[src/coproc_xfer_pkg.sv]
// Purpose: Shared constants for the coprocessor register transfer block
// Assumes: 32-bit instruction words, flags ordered negative, zero, carry, overflow
// Notes: Operation list below
//
// Operation
// - Execute only when the condition field evaluates true, else no effect; mem_offset_ff is still loaded for the memory class when the condition fails
// - Transfer class is bits 27:24 equal 1110 with bit 4 set
// - Fields: cond, opcode, primary reg, core reg, number, info, second reg
// - Bit 20 low moves core to coprocessor, high moves coprocessor to core
// - Coprocessor number field selects which attached coprocessor responds
// - Opcode, info and both coprocessor register fields pass through uninterpreted
// - Coprocessor to core with program counter destination loads word 31:28 into flags
// - Flag transfer discards other bits, program counter and other status untouched
// - Core to coprocessor with program counter source sends instruction address plus 12
// - Coprocessor to core takes 1 S, busy count plus one I, 1 C
// - Core to coprocessor takes 1 S, busy count I cycles, 1 C
// - Memory transfer offset field counts words, scaled by four to bytes
// - Undefined class with true condition traps after offering to coprocessors
// - Undefined class handling takes 2 S, 1 I and 1 N cycles
package coproc_xfer_pkg;
  localparam int unsigned COND_HI = 31;
  localparam int unsigned COND_LO = 28;
  localparam int unsigned CLASS_HI = 27;
  localparam int unsigned CLASS_LO = 24;
  localparam logic [3:0] XFER_CLASS = 4'he;
  localparam int unsigned MARK_BIT = 4;
  localparam logic [2:0] UNDEF_CLASS = 3'h3;
  localparam logic [2:0] MEM_CLASS = 3'h6;
  localparam int unsigned OPC_HI = 23;
  localparam int unsigned OPC_LO = 21;
  localparam int unsigned DIR_BIT = 20;
  localparam int unsigned PRIM_HI = 19;
  localparam int unsigned PRIM_LO = 16;
  localparam int unsigned CORE_HI = 15;
  localparam int unsigned CORE_LO = 12;
  localparam int unsigned NUM_HI = 11;
  localparam int unsigned NUM_LO = 8;
  localparam int unsigned INFO_HI = 7;
  localparam int unsigned INFO_LO = 5;
  localparam int unsigned SEC_HI = 3;
  localparam int unsigned SEC_LO = 0;
  localparam int unsigned OFS_HI = 7;
  localparam logic [3:0] PC_INDEX = 4'hf;
  localparam logic [31:0] PC_AHEAD = 32'h0000000c;
  localparam logic [31:0] WORD_RST = 32'h00000000;
  localparam logic [15:0] BUSY_CNT_RST = 16'h0000;
  localparam logic [2:0] CYC_NONE = 3'h0;
  localparam logic [2:0] CYC_SEQ = 3'h1;
  localparam logic [2:0] CYC_NONSEQ = 3'h2;
  localparam logic [2:0] CYC_INT = 3'h3;
  localparam logic [2:0] CYC_COPROC = 3'h4;
  typedef enum logic [2:0] {
    ST_IDLE = 3'h0,
    ST_OFFER = 3'h1,
    ST_WAIT = 3'h3,
    ST_EXTRA = 3'h2,
    ST_XFER = 3'h6,
    ST_UND_S = 3'h7,
    ST_UND_I = 3'h5,
    ST_UND_N = 3'h4
  } xfer_state_e;
endpackage : coproc_xfer_pkg

[src/cond_check.sv]
// Purpose: Evaluates a four-bit condition field against the flags
// Assumes: flags are negative, zero, carry, overflow from bit 3 down
// Notes: Code 1111 never passes
`timescale 1ns/1ps
module cond_check (
  input wire logic [3:0] cond,
  input wire logic [3:0] flags,
  output logic pass
);
  logic n;
  logic z;
  logic c;
  logic v;
  assign n = flags[3];
  assign z = flags[2];
  assign c = flags[1];
  assign v = flags[0];

  always_comb begin
    case (cond)
      4'h0: pass = z;
      4'h1: pass = !z;
      4'h2: pass = c;
      4'h3: pass = !c;
      4'h4: pass = n;
      4'h5: pass = !n;
      4'h6: pass = v;
      4'h7: pass = !v;
      4'h8: pass = c && !z;
      4'h9: pass = !c || z;
      4'ha: pass = n == v;
      4'hb: pass = n != v;
      4'hc: pass = !z && (n == v);
      4'hd: pass = z || (n != v);
      4'he: pass = 1'b1;
      default: pass = 1'b0;
    endcase
  end
endmodule : cond_check

[src/coproc_register_transfer.sv]
// Purpose: Core-side sequencer for coprocessor register transfers and undefined trap
// Assumes: Inputs synchronous to sys_clk; one instruction in flight at a time
// Notes: Handshake sampled in the offer and wait cycles
`timescale 1ns/1ps
module coproc_register_transfer
  import coproc_xfer_pkg::*;
(
  input wire logic sys_clk,
  input wire logic resetn,
  input wire logic clk_en,
  input wire logic instr_valid,
  input wire logic [31:0] instr,
  input wire logic [31:0] instr_addr,
  input wire logic [31:0] core_rdata,
  input wire logic [3:0] flags_in,
  input wire logic coproc_absent_signal,
  input wire logic coproc_wait_signal,
  input wire logic [31:0] coproc_rdata,
  output logic busy_ff,
  output logic done_ff,
  output logic offer_ff,
  output logic dir_load_ff,
  output logic [3:0] coproc_number_field_ff,
  output logic [2:0] coproc_opcode_field_ff,
  output logic [2:0] coproc_info_field_ff,
  output logic [3:0] coproc_primary_register_ff,
  output logic [3:0] coproc_second_operand_reg_ff,
  output logic [31:0] coproc_wdata_ff,
  output logic coproc_wdata_valid_ff,
  output logic reg_we_ff,
  output logic [3:0] reg_idx_ff,
  output logic [31:0] reg_wdata_ff,
  output logic flag_we_ff,
  output logic [3:0] flag_data_ff,
  output logic undef_trap_ff,
  output logic [2:0] cycle_kind_ff,
  output logic [15:0] busy_count_ff,
  output logic [9:0] mem_offset_ff
);
  ////////////////////////////////////////////////////////////////////////
  // Decode
  xfer_state_e state_ff, nxt_state;
  logic cond_pass;
  logic is_xfer;
  logic is_undef;
  logic is_mem;
  logic load_now;

  cond_check u_cond (
    .cond(instr[COND_HI:COND_LO]),
    .flags(flags_in),
    .pass(cond_pass)
  );

  assign is_xfer = (instr[CLASS_HI:CLASS_LO] == XFER_CLASS) && instr[MARK_BIT];
  assign is_undef = (instr[CLASS_HI:CLASS_LO+1] == UNDEF_CLASS) && instr[MARK_BIT];
  assign is_mem = instr[CLASS_HI:CLASS_LO+1] == MEM_CLASS;
  assign load_now = instr[DIR_BIT];

  ////////////////////////////////////////////////////////////////////////
  // Next state and outputs
  logic nxt_busy, nxt_done, nxt_offer, nxt_dir_load, nxt_wvalid, nxt_reg_we, nxt_flag_we, nxt_trap, nxt_undef_kind;
  logic undef_kind_ff;
  logic [3:0] nxt_num, nxt_prim, nxt_sec, nxt_reg_idx, nxt_flag_data;
  logic [2:0] nxt_opc, nxt_info, nxt_cycle;
  logic [31:0] nxt_wdata, nxt_reg_wdata;
  logic [15:0] nxt_busy_count;
  logic [9:0] nxt_mem_offset;

  always_comb begin
    nxt_state = state_ff;
    nxt_busy = busy_ff;
    nxt_done = 1'b0;
    nxt_offer = offer_ff;
    nxt_dir_load = dir_load_ff;
    nxt_num = coproc_number_field_ff;
    nxt_opc = coproc_opcode_field_ff;
    nxt_info = coproc_info_field_ff;
    nxt_prim = coproc_primary_register_ff;
    nxt_sec = coproc_second_operand_reg_ff;
    nxt_wdata = coproc_wdata_ff;
    nxt_wvalid = 1'b0;
    nxt_reg_we = 1'b0;
    nxt_reg_idx = reg_idx_ff;
    nxt_reg_wdata = reg_wdata_ff;
    nxt_flag_we = 1'b0;
    nxt_flag_data = flag_data_ff;
    nxt_trap = 1'b0;
    nxt_undef_kind = undef_kind_ff;
    nxt_busy_count = busy_count_ff;
    nxt_mem_offset = mem_offset_ff;
    case (state_ff)
      ST_IDLE: begin
        if (instr_valid) begin
          if (is_mem) begin
            nxt_mem_offset = {instr[OFS_HI:0], 2'b00};
          end
          if (cond_pass && (is_xfer || is_undef)) begin
            nxt_state = ST_OFFER;
            nxt_busy = 1'b1;
            nxt_offer = 1'b1;
            nxt_undef_kind = is_undef;
            nxt_dir_load = load_now;
            nxt_num = instr[NUM_HI:NUM_LO];
            nxt_opc = instr[OPC_HI:OPC_LO];
            nxt_info = instr[INFO_HI:INFO_LO];
            nxt_prim = instr[PRIM_HI:PRIM_LO];
            nxt_sec = instr[SEC_HI:SEC_LO];
            nxt_reg_idx = instr[CORE_HI:CORE_LO];
            nxt_busy_count = BUSY_CNT_RST;
            if (instr[CORE_HI:CORE_LO] == PC_INDEX) begin
              nxt_wdata = instr_addr + PC_AHEAD;
            end else begin
              nxt_wdata = core_rdata;
            end
          end else begin
            nxt_done = 1'b1;
          end
        end
      end
      ST_OFFER: begin
        if (undef_kind_ff || coproc_absent_signal) begin
          nxt_state = ST_UND_S;
          nxt_offer = 1'b0;
        end else if (coproc_wait_signal) begin
          nxt_state = ST_WAIT;
        end else begin
          nxt_state = dir_load_ff ? ST_EXTRA : ST_XFER;
          nxt_offer = 1'b0;
        end
      end
      ST_WAIT: begin
        nxt_busy_count = busy_count_ff + 16'h0001;
        if (coproc_absent_signal) begin
          nxt_state = ST_UND_S;
          nxt_offer = 1'b0;
        end else if (!coproc_wait_signal) begin
          nxt_state = dir_load_ff ? ST_EXTRA : ST_XFER;
          nxt_offer = 1'b0;
        end
      end
      ST_EXTRA: begin
        nxt_state = ST_XFER;
      end
      ST_XFER: begin
        nxt_state = ST_IDLE;
        nxt_busy = 1'b0;
        nxt_done = 1'b1;
        if (!dir_load_ff) begin
          nxt_wvalid = 1'b1;
        end else if (reg_idx_ff == PC_INDEX) begin
          nxt_flag_we = 1'b1;
          nxt_flag_data = coproc_rdata[31:28];
        end else begin
          nxt_reg_we = 1'b1;
          nxt_reg_wdata = coproc_rdata;
        end
      end
      ST_UND_S: begin
        nxt_state = ST_UND_I;
      end
      ST_UND_I: begin
        nxt_state = ST_UND_N;
      end
      ST_UND_N: begin
        nxt_state = ST_IDLE;
        nxt_busy = 1'b0;
        nxt_done = 1'b1;
        nxt_trap = 1'b1;
      end
      default: begin
        nxt_state = ST_IDLE;
        nxt_busy = 1'b0;
        nxt_offer = 1'b0;
      end
    endcase
    case (nxt_state)
      ST_OFFER, ST_UND_S: nxt_cycle = CYC_SEQ;
      ST_WAIT, ST_EXTRA, ST_UND_I: nxt_cycle = CYC_INT;
      ST_XFER: nxt_cycle = CYC_COPROC;
      ST_UND_N: nxt_cycle = CYC_NONSEQ;
      default: nxt_cycle = CYC_NONE;
    endcase
  end

  ////////////////////////////////////////////////////////////////////////
  // Registers
  always_ff @(posedge sys_clk or negedge resetn) begin
    if (!resetn) begin
      state_ff <= ST_IDLE;
      busy_ff <= 1'b0;
      done_ff <= 1'b0;
      offer_ff <= 1'b0;
      dir_load_ff <= 1'b0;
      undef_kind_ff <= 1'b0;
      coproc_number_field_ff <= 4'h0;
      coproc_opcode_field_ff <= 3'h0;
      coproc_info_field_ff <= 3'h0;
      coproc_primary_register_ff <= 4'h0;
      coproc_second_operand_reg_ff <= 4'h0;
      coproc_wdata_ff <= WORD_RST;
      coproc_wdata_valid_ff <= 1'b0;
      reg_we_ff <= 1'b0;
      reg_idx_ff <= 4'h0;
      reg_wdata_ff <= WORD_RST;
      flag_we_ff <= 1'b0;
      flag_data_ff <= 4'h0;
      undef_trap_ff <= 1'b0;
      cycle_kind_ff <= CYC_NONE;
      busy_count_ff <= BUSY_CNT_RST;
      mem_offset_ff <= 10'h000;
    end else if (clk_en) begin
      state_ff <= nxt_state;
      busy_ff <= nxt_busy;
      done_ff <= nxt_done;
      offer_ff <= nxt_offer;
      dir_load_ff <= nxt_dir_load;
      undef_kind_ff <= nxt_undef_kind;
      coproc_number_field_ff <= nxt_num;
      coproc_opcode_field_ff <= nxt_opc;
      coproc_info_field_ff <= nxt_info;
      coproc_primary_register_ff <= nxt_prim;
      coproc_second_operand_reg_ff <= nxt_sec;
      coproc_wdata_ff <= nxt_wdata;
      coproc_wdata_valid_ff <= nxt_wvalid;
      reg_we_ff <= nxt_reg_we;
      reg_idx_ff <= nxt_reg_idx;
      reg_wdata_ff <= nxt_reg_wdata;
      flag_we_ff <= nxt_flag_we;
      flag_data_ff <= nxt_flag_data;
      undef_trap_ff <= nxt_trap;
      cycle_kind_ff <= nxt_cycle;
      busy_count_ff <= nxt_busy_count;
      mem_offset_ff <= nxt_mem_offset;
    end
  end
endmodule : coproc_register_transfer

[config.mk]
export PLATFORM = sky130hd
export DESIGN_NAME = coproc_register_transfer
export DESIGN_NICKNAME = d
export VERILOG_FILES = /design/src/coproc_xfer_pkg.sv /design/src/cond_check.sv /design/src/coproc_register_transfer.sv
export SDC_FILE = /design/constraint.sdc
export NUM_CORES = 1
export LEC_CHECK = 0
export ABC_AREA = 1
export BUFFER_PORTS_ARGS = -buffer_cell sky130_fd_sc_hd__buf_2
export CAP_MARGIN = 20
export CELL_PAD_IN_SITES_DETAIL_PLACEMENT = 0
export CELL_PAD_IN_SITES_GLOBAL_PLACEMENT = 1
export CORE_MARGIN = 1
export CORE_UTILIZATION = 32
export DETAILED_ROUTE_END_ITERATION = 8
export PLACE_DENSITY = 0.87
export SYNTH_ARGS = -nofsm -noshare
export SYNTH_HDL_FRONTEND = slang
export SYNTH_SLANG_ARGS = --single-unit
[constraint.sdc]
create_clock -name sys_clk -period 1.5 [get_ports sys_clk]
set_input_delay 0.225 -clock sys_clk [delete_from_list [all_inputs] [get_ports sys_clk]]
set_output_delay 0.225 -clock sys_clk [all_outputs]
set_load 0.05 [all_outputs]
==> results by group <==
CTS
  • H-tree depth: 4
  • CTS tree: yes
  • Clock Latency Late Sink: 0.43 ns
  • Num CTS Buffers: 17
  • CTS root buf: clkbuf_16
  • Clock sink count: 129
  • Worst-path clk slew: 0.06 ns
  • Clock buffer depth: 2

Status
  • Status: finished, violations left
  • Failing checks: negative setup slack

Setup path
  • Crit-path cells: nor2_2, inv_2, nor2_4, nand4_4, buf_12, buf_12, clkinv_8, clkbuf_16, nand2_1, nand2_1
  • Critical Path Start Type: flip-flop
  • Crit path buffers/inverters: 5
  • Crit-path slowest cell: dfrtp_1
  • Arrival time worst endpoint: 1.91 ns
  • Slowest stage delay, CP: 0.40 ns
  • Top delay family on crit path: buffers and inverters
  • WS Path Type: flip-flop to flip-flop
  • Data required time of the worst path: 1.86 ns
  • Crit Path Max Fanout: 5
  • Crit end category: flip-flop

Global route
  • Largest net degree at the start of global routing: 49
  • Antenna violations before repair: 1
  • GR Util All Layers: 19.82%
  • Vias in the first global route: 6,941
  • Total gr overflow: 0
  • First-pass GRT wire length: 34,220 um

Logic synthesis
  • Post-synth top cells: nand2_1, dfrtp_1, inv_1
  • Top cells by area, synth: dfrtp_1, nand2_1, mux2_2, nand3_1, inv_1
  • Synthesized area: 6862 sq um
  • Ys Warns: 0
  • Post-synth EDFFs: 0
  • Top_reg_cell synth: dfrtp_1
  • Async S/R FF share, synth: 100.0%
  • Synth area leader: dfrtp_1
  • Area share of the leading cell type in the synthesized netlist: 47.05%
  • Post-synth cell types: 48
  • Synth Register Bits: 129
  • Top-count cell post-synth: nand2_1
  • Post-synthesis sequential area ratio: 47.05%
  • Avg Cell Area, Syn: 8.063 sq um
  • Syn Inst Count: 851

Die
  • Die area: 22,030 sq um
  • Die height: 148.4 um
  • Core ar.: 21,020 sq um
  • Initial Util: 32.64%
  • IO Pins: 265
  • # rows: 53
  • Die Width: 148.4 um

Pwr
  • Maximum vdd drop: 0.7674 mV
  • P per Cell Area: 1298 nW/um^2
  • Lkg Pwr: 5.894 nW

Drt
  • DR WL met3: 1359 um
  • Via count: 7,139
  • DRT Pass-1 Iters: 5
  • Final ANT Viol Nets: 0
  • DR top layer: met4
  • Total wire length: 21,770 um
  • Metal-1 WL: 9153 um
  • Remaining DRCs: 0
  • Initial DRC Count: 259
  • Met2 Routed Length: 10,800 um
  • WL per Instance: 14.31 um
  • Detailed-route vias per instance: 4.694

Place
  • DPL Wire Length: 16,080 um
  • DP Area: 9245 sq um
  • PortBufs: 262
  • GP Congestion: 0.9285

Timing
  • Setup ws final: -0.05120 ns
  • Max-slew violation count: 0
  • Final Skew: 0.01867 ns
  • Worst hold slack: 0.03368 ns
  • Fin crit share: 103.4%
  • Unrepaired setup endpoints after global routing: yes
  • FMAX: 644.7 MHz
  • Crit path time final: 1.551 ns
  • Finish-stage setup viols: 82
  • Final Hold Vio Count: 0

Min path
  • Hold Path Class: input pin to flip-flop

Layout
  • Nets: 1,374
  • Share of cells above drive strength 1: 47.19%
  • Final Instance Area: 10,700 sq um
  • Ant. Diodes: 0
  • Area Growth Syn to Fin: 55.89%

Job
  • Max cap viols: 0
==> final timing paths <==
kind,from,endpoint,slack [ns],cells after the start
worst max-delay path,state_ff[0]$_DFFE_PN0P_,coproc_wdata_ff[21]$_DFFE_PN0P_,-0.05,10
worst min-delay path,instr[11],coproc_number_field_ff[3]$_DFFE_PN0P_,0.03,3
worst max register to register,state_ff[0]$_DFFE_PN0P_,coproc_wdata_ff[21]$_DFFE_PN0P_,-0.05,10
worst min register to register,busy_ff$_DFFE_PN0P_,busy_ff$_DFFE_PN0P_,0.47,2
max in group asynchronous,resetn,coproc_wdata_ff[19]$_DFFE_PN0P_,0.69,3
min in group asynchronous,resetn,coproc_number_field_ff[0]$_DFFE_PN0P_,0.24,2
==> stage by stage <==
| step | setup TNS [ns] | util [%] | instances | worst slack (ns) | power [mW] |
|---|---|---|---|---|---|
| after floorplan | -0.6147 | - | 852 | -0.03271 | 7.854 |
| after global placement | -9.059 | 43.98 | 1458 | -0.1706 | 9.464 |
| after detailed placement | -11.12 | 43.98 | 1458 | -0.1899 | 9.517 |
| after CTS | -2.059 | 48.89 | 1515 | -0.05455 | 13.82 |
| after global routing | -9.744 | 50.88 | 1521 | -0.1236 | 14.59 |
| final | -1.485 | 50.88 | 1521 | -0.05120 | 13.89 |
==> cell families (layout without fill, tap and decap cells) <==
logic type	count (synthesis)	after routing	synth area share, %
other cells	1	2	0.05465
mux	37	37	5.926
buf+inv	98	492	6.729
fa+ha+maj	2	2	0.3646
simple gates	473	473	29.67
flops	129	129	47.05
compound gates	89	89	7.403
xor+xnor	22	22	2.808
==> worst reg2reg max path, cell delays in order (launching register included) <==
cell and delay, ns:
dfrtp_1 0.40, nor2_2 0.16, inv_2 0.06, nor2_4 0.13, nand4_4 0.12, buf_12 0.17, buf_12 0.13, clkinv_8 0.08
clkbuf_16 0.15, nand2_1 0.06, nand2_1 0.06
==> report_power, final <==
| group | switching (mW) | leakage [nW] | total, mW | internal (mW) |
|---|---|---|---|---|
| sequential | 0.428 | 1.72 | 4.58 | 4.15 |
| clock | 1.66 | 0.268 | 3.95 | 2.29 |
| combinational | 3.74 | 3.90 | 5.35 | 1.61 |
==> timing repair <==
action | in CTS | in global routing
endpoints found under the hold margin | 116 | 0
endpoints found under the setup margin | 114 | 124
setup buffers | 12 | 2
hold buffers | 12 | 0
cloned | 3 | 4
pin swaps | 12 | 27
resized for setup | 64 | 99
==> layer usage <==
| layer | vias up | track usage (%) |
|---|---|---|
| met5 | - | 0 |
| met4 | 0 | 6.443 |
| met3 | 30 | 5.215 |
| met2 | 243 | 33.67 |
| met1 | 3331 | 24.29 |
| li1 | 3535 | - |
==> state kept, by name, indices dropped and copies added (netlist names), 3 cells and up <==
register,cells
busy_count_ff,16
coproc_info_field_ff,3
coproc_number_field_ff,4
coproc_opcode_field_ff,3
coproc_primary_register_ff,4
coproc_second_operand_reg_ff,4
coproc_wdata_ff,32
cycle_kind_ff,3
flag_data_ff,4
mem_offset_ff,8
reg_idx_ff,4
reg_wdata_ff,32
state_ff,3
==> placed cells by master, fill, tap and decap left out, types with 12 or more instances in the layout <==
master         netlist  layout
nand2_4              1      19
o21ai_1             28      23
xor2_1              15      15
nand3_1             48      47
nand2_1            305     233
o21ai_0             32      21
nand2_2              4      57
dfrtp_2              0      20
inv_1               60      59
dlygate4sd3_1        0      12
buf_4                9      86
buf_2                6     260
mux2_2              28      26
nor2_1              57      53
o21ai_2              1      17
buf_12               0      13
dfrtp_1            129     109
nand4_1             15      15
clkbuf_16            0      20
nor3_1              17      15
==> area by class of cell <==
class	instances	area [sq um]
Multi-Input combinational cell	625	3595
Timing Repair Buffer	393	2680
Sequential cell	129	3253
Clock inverter	14	131.4
Clock buffer	17	425.4
Inverter	68	267.8
Fill cell	2006	10320
Tap cell	275	344.1
(Power assumes the default switching activity.)
